==> config.mk <==
export PLATFORM = sky130hd
export DESIGN_NAME = dtc_timer
export DESIGN_NICKNAME = d
export VERILOG_FILES = /design/src/pkg/dtc_pkg.sv /design/src/pkg/dtc_tick_if.sv /design/src/design/dtc_prescaler.sv /design/src/design/dtc_timer.sv
export SDC_FILE = /design/constraint.sdc
export NUM_CORES = 1
export LEC_CHECK = 0
export BUFFER_PORTS_ARGS = -buffer_cell sky130_fd_sc_hd__buf_2
export CAP_MARGIN = 20
export CORE_MARGIN = 3
export CORE_UTILIZATION = 59
export CTS_CLUSTER_SIZE = 28
export DETAILED_ROUTE_END_ITERATION = 8
export PLACE_DENSITY = 0.79
export SLEW_MARGIN = 20
export SYNTH_ARGS = -nofsm -noshare
export SYNTH_HDL_FRONTEND = slang
export SYNTH_SLANG_ARGS = --single-unit
==> constraint.sdc <==
create_clock -name mclk -period 2.7 [get_ports mclk]
set_input_delay 0.405 -clock mclk [delete_from_list [all_inputs] [get_ports mclk]]
set_output_delay 0.405 -clock mclk [all_outputs]
set_load 0.01 [all_outputs]
==> src/pkg/dtc_pkg.sv <==
// ****************************************************************
// Shared constants and types of the dual reload timer.
// ****************************************************************
package dtc_pkg;

  localparam int unsigned DATA_W = 8;
  localparam int unsigned ADDR_W = 3;
  localparam int unsigned DIV_W  = 16;

  // ****************************************************************
  // Register offsets.
  // ****************************************************************
  localparam logic [2:0] OFS_TIMER_A  = 3'h0;
  localparam logic [2:0] OFS_TIMER_B  = 3'h1;
  localparam logic [2:0] OFS_CTRL_A   = 3'h2;
  localparam logic [2:0] OFS_CTRL_B   = 3'h3;
  localparam logic [2:0] OFS_INT_EN   = 3'h4;
  localparam logic [2:0] OFS_PRESET_A = 3'h5;
  localparam logic [2:0] OFS_PRESET_B = 3'h6;

  // ****************************************************************
  // Field positions.
  // ****************************************************************
  localparam int unsigned CTRL_A_SRC_LSB = 0;
  localparam int unsigned CTRL_B_SRC_LSB = 0;
  localparam int unsigned CTRL_B_MODE    = 3;
  localparam int unsigned INT_EN_A       = 0;
  localparam int unsigned INT_EN_B       = 1;

  // ****************************************************************
  // Reset values and count limits.
  // ****************************************************************
  localparam logic [7:0] RST_COUNT  = 8'h00;
  localparam logic [7:0] RST_PRESET = 8'h00;
  localparam logic [7:0] COUNT_MAX  = 8'hff;
  localparam logic [7:0] CLEAR_VAL  = 8'h00;
  localparam logic [1:0] RST_INT_EN = 2'h0;

  // ****************************************************************
  // Prescaler divide ratios.
  // ****************************************************************
  localparam logic [15:0] DIV_8     = 16'h0008;
  localparam logic [15:0] DIV_64    = 16'h0040;
  localparam logic [15:0] DIV_65536 = 16'hffff;
  localparam logic [15:0] DIV_RST   = 16'h0000;

  typedef enum logic [1:0] {
    DTC_A_CPU,
    DTC_A_DIV8,
    DTC_A_DIV64,
    DTC_A_OVF_B
  } dtc_src_a_e;

  typedef enum logic [2:0] {
    DTC_B_CPU,
    DTC_B_DIV64K,
    DTC_B_EXT,
    DTC_B_LOW,
    DTC_B_HIGH
  } dtc_src_b_e;

  typedef enum logic {
    DTC_MODE_TIMER,
    DTC_MODE_COUNTER
  } dtc_mode_e;

endpackage

==> src/pkg/dtc_tick_if.sv <==
`timescale 1ns/100ps
// ****************************************************************
// Prescaler ticks and the synchronised external edge.
// ****************************************************************
interface dtc_tick_if;
  logic div8;
  logic div64;
  logic div64k;
  logic ext_rise;

  modport src (
    output div8,
    output div64,
    output div64k,
    output ext_rise
  );

  modport use_ticks (
    input div8,
    input div64,
    input div64k,
    input ext_rise
  );
endinterface

==> src/design/dtc_prescaler.sv <==
`timescale 1ns/100ps
module dtc_prescaler (
  input  wire logic  mclk,
  input  wire logic  srst,
  input  wire logic  ext_in,
  dtc_tick_if.src    tick
);

  typedef struct packed {
    logic [15:0] div;
    logic        sync1;
    logic        sync2;
    logic        last;
  } dtc_pre_s;

  dtc_pre_s st_q;
  dtc_pre_s st_d;

  // ****************************************************************
  // Free running divider and input synchroniser.
  // ****************************************************************
  always_comb begin
    st_d       = st_q;
    st_d.div   = st_q.div + 16'h0001;
    st_d.sync1 = ext_in;
    st_d.sync2 = st_q.sync1;
    st_d.last  = st_q.sync2;
  end

  always_ff @(posedge mclk) begin
    if (srst) begin
      st_q <= '0;
    end else begin
      st_q <= st_d;
    end
  end

  // ****************************************************************
  // Tick decode, one cycle each per period.
  // ****************************************************************
  assign tick.div8     = (st_q.div[2:0] == 3'(dtc_pkg::DIV_8 - 16'h0001));
  assign tick.div64    = (st_q.div[5:0] == 6'(dtc_pkg::DIV_64 - 16'h0001));
  assign tick.div64k   = (st_q.div == dtc_pkg::DIV_65536);
  assign tick.ext_rise = st_q.sync2 & ~st_q.last;

endmodule // dtc_prescaler

==> src/design/dtc_timer.sv <==
`timescale 1ns/100ps
module dtc_timer (
  input  wire logic        mclk,
  input  wire logic        srst,
  input  wire logic [2:0]  addr,
  input  wire logic [7:0]  wdata,
  input  wire logic        wr,
  input  wire logic        rd,
  output logic      [7:0]  rdata,
  input  wire logic        external_count_input,
  output logic             irq_a,
  output logic             irq_b
);

  // ****************************************************************
  // State of the block.
  // ****************************************************************
  typedef struct packed {
    logic [7:0]             cnt_a;
    logic [7:0]             cnt_b;
    logic [7:0]             pre_a;
    logic [7:0]             pre_b;
    dtc_pkg::dtc_src_a_e    src_a;
    dtc_pkg::dtc_src_b_e    src_b;
    dtc_pkg::dtc_mode_e     mode_b;
    logic [1:0]             int_en;
    logic                   irq_a;
    logic                   irq_b;
    logic [7:0]             rdata;
  } dtc_state_s;

  dtc_state_s st_q;
  dtc_state_s st_d;

  dtc_tick_if tick ();

  logic       tick_a;
  logic       tick_b;
  logic       ovf_a;
  logic       ovf_b;
  logic       wr_a;
  logic       wr_b;
  logic       wr_ctrl_a;
  logic       wr_ctrl_b;
  logic       wr_int_en;
  logic       clear_b;
  logic [7:0] rd_mux;

  // ****************************************************************
  // Prescaler and external input synchroniser.
  // ****************************************************************
  dtc_prescaler u_prescaler (
    .mclk   (mclk),
    .srst   (srst),
    .ext_in (external_count_input),
    .tick   (tick.src)
  );

  // ****************************************************************
  // Write decode.
  // ****************************************************************
  assign wr_a      = wr && (addr == dtc_pkg::OFS_TIMER_A);
  assign wr_b      = wr && (addr == dtc_pkg::OFS_TIMER_B);
  assign wr_ctrl_a = wr && (addr == dtc_pkg::OFS_CTRL_A);
  assign wr_ctrl_b = wr && (addr == dtc_pkg::OFS_CTRL_B);
  assign wr_int_en = wr && (addr == dtc_pkg::OFS_INT_EN);

  // A zero written in counter mode clears the live count.
  assign clear_b = wr_b
                && (st_q.mode_b == dtc_pkg::DTC_MODE_COUNTER)
                && (wdata == dtc_pkg::CLEAR_VAL);

  // ****************************************************************
  // Timer B clock selection.
  // ****************************************************************
  always_comb begin
    tick_b = 1'b0;
    if (st_q.mode_b == dtc_pkg::DTC_MODE_COUNTER) begin
      tick_b = tick.ext_rise;
    end else begin
      case (st_q.src_b)
        dtc_pkg::DTC_B_CPU: begin
          tick_b = 1'b1;
        end
        dtc_pkg::DTC_B_DIV64K: begin
          tick_b = tick.div64k;
        end
        dtc_pkg::DTC_B_EXT: begin
          tick_b = tick.ext_rise;
        end
        dtc_pkg::DTC_B_LOW: begin
          tick_b = 1'b0;
        end
        dtc_pkg::DTC_B_HIGH: begin
          tick_b = 1'b0;
        end
        default: begin
          tick_b = 1'b0;
        end
      endcase
    end
  end

  // Timer B overflows on a tick at its top count, unless a clearing write comes in the same cycle.
  assign ovf_b = tick_b && (st_q.cnt_b == dtc_pkg::COUNT_MAX) && !clear_b;

  // ****************************************************************
  // Timer A clock selection.
  // ****************************************************************
  always_comb begin
    tick_a = 1'b0;
    unique case (st_q.src_a)
      dtc_pkg::DTC_A_CPU: begin
        tick_a = 1'b1;
      end
      dtc_pkg::DTC_A_DIV8: begin
        tick_a = tick.div8;
      end
      dtc_pkg::DTC_A_DIV64: begin
        tick_a = tick.div64;
      end
      dtc_pkg::DTC_A_OVF_B: begin
        tick_a = ovf_b;
      end
    endcase
  end

  assign ovf_a = tick_a && (st_q.cnt_a == dtc_pkg::COUNT_MAX);

  // ****************************************************************
  // Read multiplexer.
  // ****************************************************************
  always_comb begin
    rd_mux = 8'h00;
    case (addr)
      dtc_pkg::OFS_TIMER_A: begin
        rd_mux = st_q.cnt_a;
      end
      dtc_pkg::OFS_TIMER_B: begin
        rd_mux = st_q.cnt_b;
      end
      dtc_pkg::OFS_CTRL_A: begin
        rd_mux = {6'h00, st_q.src_a};
      end
      dtc_pkg::OFS_CTRL_B: begin
        rd_mux = {4'h0, st_q.mode_b, st_q.src_b};
      end
      dtc_pkg::OFS_INT_EN: begin
        rd_mux = {6'h00, st_q.int_en};
      end
      dtc_pkg::OFS_PRESET_A: begin
        rd_mux = st_q.pre_a;
      end
      dtc_pkg::OFS_PRESET_B: begin
        rd_mux = st_q.pre_b;
      end
      default: begin
        rd_mux = 8'h00;
      end
    endcase
  end

  // ****************************************************************
  // Next state.
  // ****************************************************************
  always_comb begin
    st_d = st_q;

    // Control registers.
    if (wr_ctrl_a) begin
      st_d.src_a = dtc_pkg::dtc_src_a_e'(wdata[dtc_pkg::CTRL_A_SRC_LSB +: 2]);
    end
    if (wr_ctrl_b) begin
      st_d.src_b  = dtc_pkg::dtc_src_b_e'(wdata[dtc_pkg::CTRL_B_SRC_LSB +: 3]);
      st_d.mode_b = dtc_pkg::dtc_mode_e'(wdata[dtc_pkg::CTRL_B_MODE]);
    end
    if (wr_int_en) begin
      st_d.int_en = {wdata[dtc_pkg::INT_EN_B], wdata[dtc_pkg::INT_EN_A]};
    end

    // Presets.
    if (wr_a) begin
      st_d.pre_a = wdata;
    end
    if (wr_b) begin
      st_d.pre_b = wdata;
    end

    // Timer A counting.
    if (ovf_a) begin
      st_d.cnt_a = wr_a ? wdata : st_q.pre_a;
    end else if (tick_a) begin
      st_d.cnt_a = st_q.cnt_a + 8'h01;
    end

    // Timer B counting.
    if (clear_b) begin
      st_d.cnt_b = dtc_pkg::CLEAR_VAL;
    end else if (ovf_b) begin
      st_d.cnt_b = wr_b ? wdata : st_q.pre_b;
    end else if (tick_b) begin
      st_d.cnt_b = st_q.cnt_b + 8'h01;
    end

    // Interrupt requests stand in the cycle that shows the reloaded count.
    st_d.irq_a = ovf_a && st_q.int_en[dtc_pkg::INT_EN_A];
    st_d.irq_b = ovf_b && st_q.int_en[dtc_pkg::INT_EN_B];

    // Read data stand only in the cycle after the read strobe.
    st_d.rdata = rd ? rd_mux : 8'h00;
  end

  // ****************************************************************
  // State register.
  // ****************************************************************
  always_ff @(posedge mclk) begin
    if (srst) begin
      st_q.cnt_a  <= dtc_pkg::RST_COUNT;
      st_q.cnt_b  <= dtc_pkg::RST_COUNT;
      st_q.pre_a  <= dtc_pkg::RST_PRESET;
      st_q.pre_b  <= dtc_pkg::RST_PRESET;
      st_q.src_a  <= dtc_pkg::DTC_A_CPU;
      st_q.src_b  <= dtc_pkg::DTC_B_CPU;
      st_q.mode_b <= dtc_pkg::DTC_MODE_TIMER;
      st_q.int_en <= dtc_pkg::RST_INT_EN;
      st_q.irq_a  <= 1'b0;
      st_q.irq_b  <= 1'b0;
      st_q.rdata  <= 8'h00;
    end else begin
      st_q <= st_d;
    end
  end

  // ****************************************************************
  // Outputs.
  // ****************************************************************
  assign rdata = st_q.rdata;
  assign irq_a = st_q.irq_a;
  assign irq_b = st_q.irq_b;

endmodule // dtc_timer

==> report_table.html <==
<table>
<tr><th>Metric</th><th>Value</th></tr>
<tr><th colspan="2">Outcome</th></tr>
<tr><td>Outcome</td><td>completed</td></tr>
<tr><th colspan="2">Logic synthesis</th></tr>
<tr><td>Number of flops mapped to enable cells by yosys</td><td>0</td></tr>
<tr><td>Largest family of logic cells by synthesized area</td><td>simple AND/OR/NAND/NOR gates</td></tr>
<tr><td>Syn avg cell area</td><td>between 8 and 9 um^2</td></tr>
<tr><td>Xor/xnor share of the synthesized area</td><td>3.47%</td></tr>
<tr><td>Number of warnings issued by yosys</td><td>0</td></tr>
<tr><td>Main synth FF type</td><td>sky130_fd_sc_hd__dfxtp_1</td></tr>
<tr><td>Post-synth net total</td><td>385</td></tr>
<tr><td>Synthesized-area fraction occupied by ao, oa, aoi and oai cells</td><td>about 15%</td></tr>
<tr><td>Post-synthesis simple-gate area fraction</td><td>a little under a quarter</td></tr>
<tr><td>Fraction of the yosys area taken by sequential cells</td><td>a little over two fifths</td></tr>
<tr><td>Register bit total from synthesis</td><td>69</td></tr>
<tr><td>Share of flip-flops with an asynchronous set or reset</td><td>0%</td></tr>
<tr><td>Count of unique library cells instantiated by Yosys</td><td>54</td></tr>
<tr><td>Synthesized netlist cell count</td><td>365</td></tr>
<tr><td>Area of the mapped netlist</td><td>between 3000 and 4000 um^2</td></tr>
<tr><td>Share of synthesized cell area in full adder, half adder and majority cells</td><td>1.53%</td></tr>
<tr><td>Multiplexer area fraction after synthesis</td><td>around 11%</td></tr>
<tr><th colspan="2">STA</th></tr>
<tr><td>Worst Setup Slack, final</td><td>around 0.45 ns</td></tr>
<tr><td>Achievable Freq</td><td>around 440 MHz</td></tr>
<tr><td>Setup repair after global routing missed its margin</td><td>false</td></tr>
<tr><td>Final setup violation count</td><td>0</td></tr>
<tr><td>Post-route setup TNS</td><td>0 ns</td></tr>
<tr><td>Max Slew Vio Count</td><td>0</td></tr>
<tr><td>Share of the clock period used by the worst path</td><td>approximately 83%</td></tr>
<tr><td>Max-slew headroom</td><td>approximately three fifths</td></tr>
<tr><td>Min Tclk post-route</td><td>2.25 ns</td></tr>
<tr><td>Total count of hold-check failures in the final report</td><td>0</td></tr>
<tr><td>Final setup skew</td><td>0.0101 ns</td></tr>
<tr><td>Slew at the pin closest to its max-slew limit</td><td>between 0.5 and 0.6 ns</td></tr>
<tr><th colspan="2">Worst setup path</th></tr>
<tr><td>Peak fanout along the critical path</td><td>5</td></tr>
<tr><td>Kind of launch point of the worst setup path</td><td>register</td></tr>
<tr><td>Type of the worst setup path</td><td>register to register</td></tr>
<tr><td>Type of destination of the critical path</td><td>register</td></tr>
<tr><td>Arrival time of the worst setup path</td><td>2.51 ns</td></tr>
<tr><td>WP data required</td><td>2.96 ns</td></tr>
<tr><th colspan="2">Route</th></tr>
<tr><td>DRC viols</td><td>0</td></tr>
<tr><td>Count of TritonRoute iterations in the first routing pass</td><td>5</td></tr>
<tr><td>Vias per inst</td><td>just over 6</td></tr>
<tr><td>Routed WL per cell</td><td>between 15 and 20 um</td></tr>
<tr><td>Count of antenna-violating nets left after detailed routing</td><td>0</td></tr>
<tr><td>Drt total wl</td><td>between 7 and 8 mm</td></tr>
<tr><td>Iteration-0 DRC count of the detailed router</td><td>176</td></tr>
<tr><td>Number of vias in the routed layout</td><td>2744</td></tr>
<tr><th colspan="2">GRT</th></tr>
<tr><td>Maximum number of pins on one net before global-route repair</td><td>52</td></tr>
<tr><td>Vias in the first global route</td><td>2522</td></tr>
<tr><td>Global-route total usage across every layer</td><td>approximately a quarter</td></tr>
<tr><td>Initial antenna violation count</td><td>0</td></tr>
<tr><td>Global-route wire length before repair</td><td>around 12 mm</td></tr>
<tr><td>Grt ovf</td><td>0</td></tr>
<tr><th colspan="2">Finish</th></tr>
<tr><td>Combined area of the multi-input logic cells</td><td>around 1800 um^2</td></tr>
<tr><td>Leading cell type in the layout, fill and taps excluded</td><td>sky130_fd_sc_hd__dfxtp_1</td></tr>
<tr><td>Register area</td><td>between 1000 and 1500 um^2</td></tr>
<tr><td>Antenna diode instance count</td><td>0</td></tr>
<tr><td>Area grow syn2layout</td><td>9.92%</td></tr>
<tr><td>Count of nets after finishing</td><td>roughly 400</td></tr>
<tr><td>Post-route insts no fill</td><td>between 400 and 500</td></tr>
<tr><td>Filler instances</td><td>434</td></tr>
<tr><td>Share of final-layout standard cells stronger than drive strength 1</td><td>between 10% and 20%</td></tr>
<tr><td>Commonest cells after routing, fill and taps aside</td><td>69 x sky130_fd_sc_hd__dfxtp_1, 60 x sky130_fd_sc_hd__nor2_1, 30 x sky130_fd_sc_hd__mux2i_1</td></tr>
<tr><td>Core occupancy in the finished layout</td><td>68.8%</td></tr>
<tr><th colspan="2">Clock network</th></tr>
<tr><td>Root Buffer Master</td><td>sky130_fd_sc_hd__clkbuf_8</td></tr>
<tr><td>Post-CTS clock slew at the launch and capture registers of the worst setup and hold paths</td><td>roughly 0.070 ns</td></tr>
<tr><td>Clock tree from TritonCTS</td><td>yes</td></tr>
<tr><td>CTS Hold Bufs</td><td>0</td></tr>
<tr><td>Number of buffers inserted during clock tree synthesis</td><td>9</td></tr>
<tr><td>Clock sinks</td><td>between 60 and 70</td></tr>
<tr><td>Clock latency on the worst-skew pair</td><td>0.35 ns</td></tr>
<tr><td>Depth of the CTS H-tree</td><td>3</td></tr>
<tr><td>CTS-repair resized insts</td><td>0</td></tr>
<tr><td>Buffer levels on the longest clock path</td><td>2</td></tr>
<tr><td>Number of buffers inserted to repair setup after CTS</td><td>0</td></tr>
<tr><th colspan="2">Placement</th></tr>
<tr><td>IO Port Bufs</td><td>25</td></tr>
<tr><td>Number of placed instances with taps included</td><td>around 440</td></tr>
<tr><td>Dpl ws</td><td>0.448 ns</td></tr>
<tr><td>Sum of net half-perimeters after detailed placement</td><td>5.39 mm</td></tr>
<tr><td>Weighted congestion reported at the end of routability-driven placement</td><td>around 0.9</td></tr>
<tr><th colspan="2">Die</th></tr>
<tr><td>Initial Util</td><td>roughly 63%</td></tr>
<tr><td>Floorplan core area</td><td>roughly 5200 um^2</td></tr>
<tr><td>Number of I/O pins</td><td>26</td></tr>
<tr><td>Num rows</td><td>26</td></tr>
<tr><td>Floorplan die height</td><td>about 81 um</td></tr>
<tr><td>Total die area</td><td>6490 um^2</td></tr>
<tr><td>Die outline width</td><td>80.6 um</td></tr>
<tr><th colspan="2">Power</th></tr>
<tr><td>PnR Total Power</td><td>2130 uW</td></tr>
<tr><td>Worst supply voltage drop on vdd</td><td>0.545 mV</td></tr>
<tr><td>Power per cell area</td><td>between 500 and 600 nW/um^2</td></tr>
<tr><td>Static leakage</td><td>roughly 0.0014 uW</td></tr>
<tr><th colspan="2">Worst hold path</th></tr>
<tr><td>Path category of the worst min-delay check</td><td>primary input to register</td></tr>
<tr><th colspan="2">Job</th></tr>
<tr><td>Max-cap viol count</td><td>0</td></tr>
</table>
## flip-flops by register name, summed over array words and instances (netlist names)
register	count
rdata	8
u_prescaler.st_d	2
st_q	40
irq_a	1
irq_b	1
u_prescaler.st_q	17
## through the flow
step,cell area [um^2],hold slack (ns)
2_1_floorplan,3280,0.414
3_3_place_gp,3390,0.423
3_5_place_dp,3390,0.436
4_1_cts,3610,0.259
5_1_grt,3610,0.271
6_report,3610,0.269
## path summary, 6_finish.rpt
path                                           start                   to  slack (ns)  cells past startpoint
worst max-delay path             u_prescaler.st_q[3]             st_q[48]        0.45                      7
worst max register to register   u_prescaler.st_q[3]             st_q[48]        0.45                      7
worst min-delay path            external_count_input  u_prescaler.st_d[1]        0.27                      2
worst min register to register   u_prescaler.st_d[1]  u_prescaler.st_d[0]        0.45                      1
## where the power goes
part	leakage (uW)	switching (uW)	internal, uW
clock	0.000110	389	520
combinational	0.000720	95.9	60.5
sequential	0.000559	26.5	1040
## cells in the mapped netlist, types with 3 or more instances
library cell               instances  share of area (%)
sky130_fd_sc_hd__dfxtp_1          69                 42
sky130_fd_sc_hd__nor2_1           60                6.9
sky130_fd_sc_hd__mux2i_1          30                9.2
sky130_fd_sc_hd__nand2_1          24                2.7
sky130_fd_sc_hd__clkbuf_1         13                1.5
sky130_fd_sc_hd__nand3_1          13                2.0
sky130_fd_sc_hd__a21oi_1          12                1.8
sky130_fd_sc_hd__buf_4             9                2.1
sky130_fd_sc_hd__nor3_1            9                1.4
sky130_fd_sc_hd__xor2_1            9                2.4
sky130_fd_sc_hd__a22oi_1           8                1.8
sky130_fd_sc_hd__and3_1            7                1.3
sky130_fd_sc_hd__nor2b_1           7                1.3
sky130_fd_sc_hd__o21ai_0           7                1.1
sky130_fd_sc_hd__nand4_1           6                1.1
sky130_fd_sc_hd__a22o_1            5                1.3
sky130_fd_sc_hd__inv_1             5               0.57
sky130_fd_sc_hd__o21ai_1           5               0.76
sky130_fd_sc_hd__o22ai_1           5               0.95
sky130_fd_sc_hd__a211oi_1          4               0.92
sky130_fd_sc_hd__ha_1              4                1.5
sky130_fd_sc_hd__xnor2_1           4                1.1
sky130_fd_sc_hd__a311oi_1          3               0.80
sky130_fd_sc_hd__and4_1            3               0.80
sky130_fd_sc_hd__buf_2             3               0.46
sky130_fd_sc_hd__mux2_2            3                1.0
sky130_fd_sc_hd__nand2b_1          3               0.57
sky130_fd_sc_hd__nor4b_1           3               0.80
sky130_fd_sc_hd__o211ai_1          3               0.69
## area by class of cell
| class | instances | share of cell area, % |
|---|---|---|
| repair buffers | 28 | 4.09 |
| clock inverters | 6 | 2.43 |
| inverters | 5 | 0.520 |
| multi-input cells | 266 | 48.7 |
| well taps | 70 | 2.43 |
| flip-flops and latches | 69 | 38.3 |
| clock buffers | 10 | 3.54 |
## worst max-delay path, cell delays in order, from the launching register on
cell and delay [ns]:
sky130_fd_sc_hd__dfxtp_1 0.40, sky130_fd_sc_hd__ha_1 0.23, sky130_fd_sc_hd__nand3_2 0.14, sky130_fd_sc_hd__o21ai_0 0.52, sky130_fd_sc_hd__nand3_1 0.21, sky130_fd_sc_hd__o31ai_4 0.33, sky130_fd_sc_hd__a31oi_1 0.12, sky130_fd_sc_hd__a311oi_1 0.23
## logic make-up (layout without fill, tap and decap cells)
family | count (synthesis) | in the layout
compound gates | 66 | 66
xor+xnor | 13 | 13
buf+inv | 30 | 49
fa+ha+maj | 4 | 4
flops | 69 | 69
mux | 34 | 34
simple gates | 149 | 149
## routing by layer
metal / global-route usage [%] / share of wire, % / routed length [um] / vias to the layer above
met5: 0 / 0 / 0 / -
li1: - / - / - / 1330
met4: 11.1 / 2.4 / 183 / 0
met2: 36.0 / 43 / 3230 / 121
met3: 6.61 / 8.4 / 631 / 17
met1: 34.5 / 46 / 3440 / 1276
No activity file was read; power rests on OpenSTA's default activity.
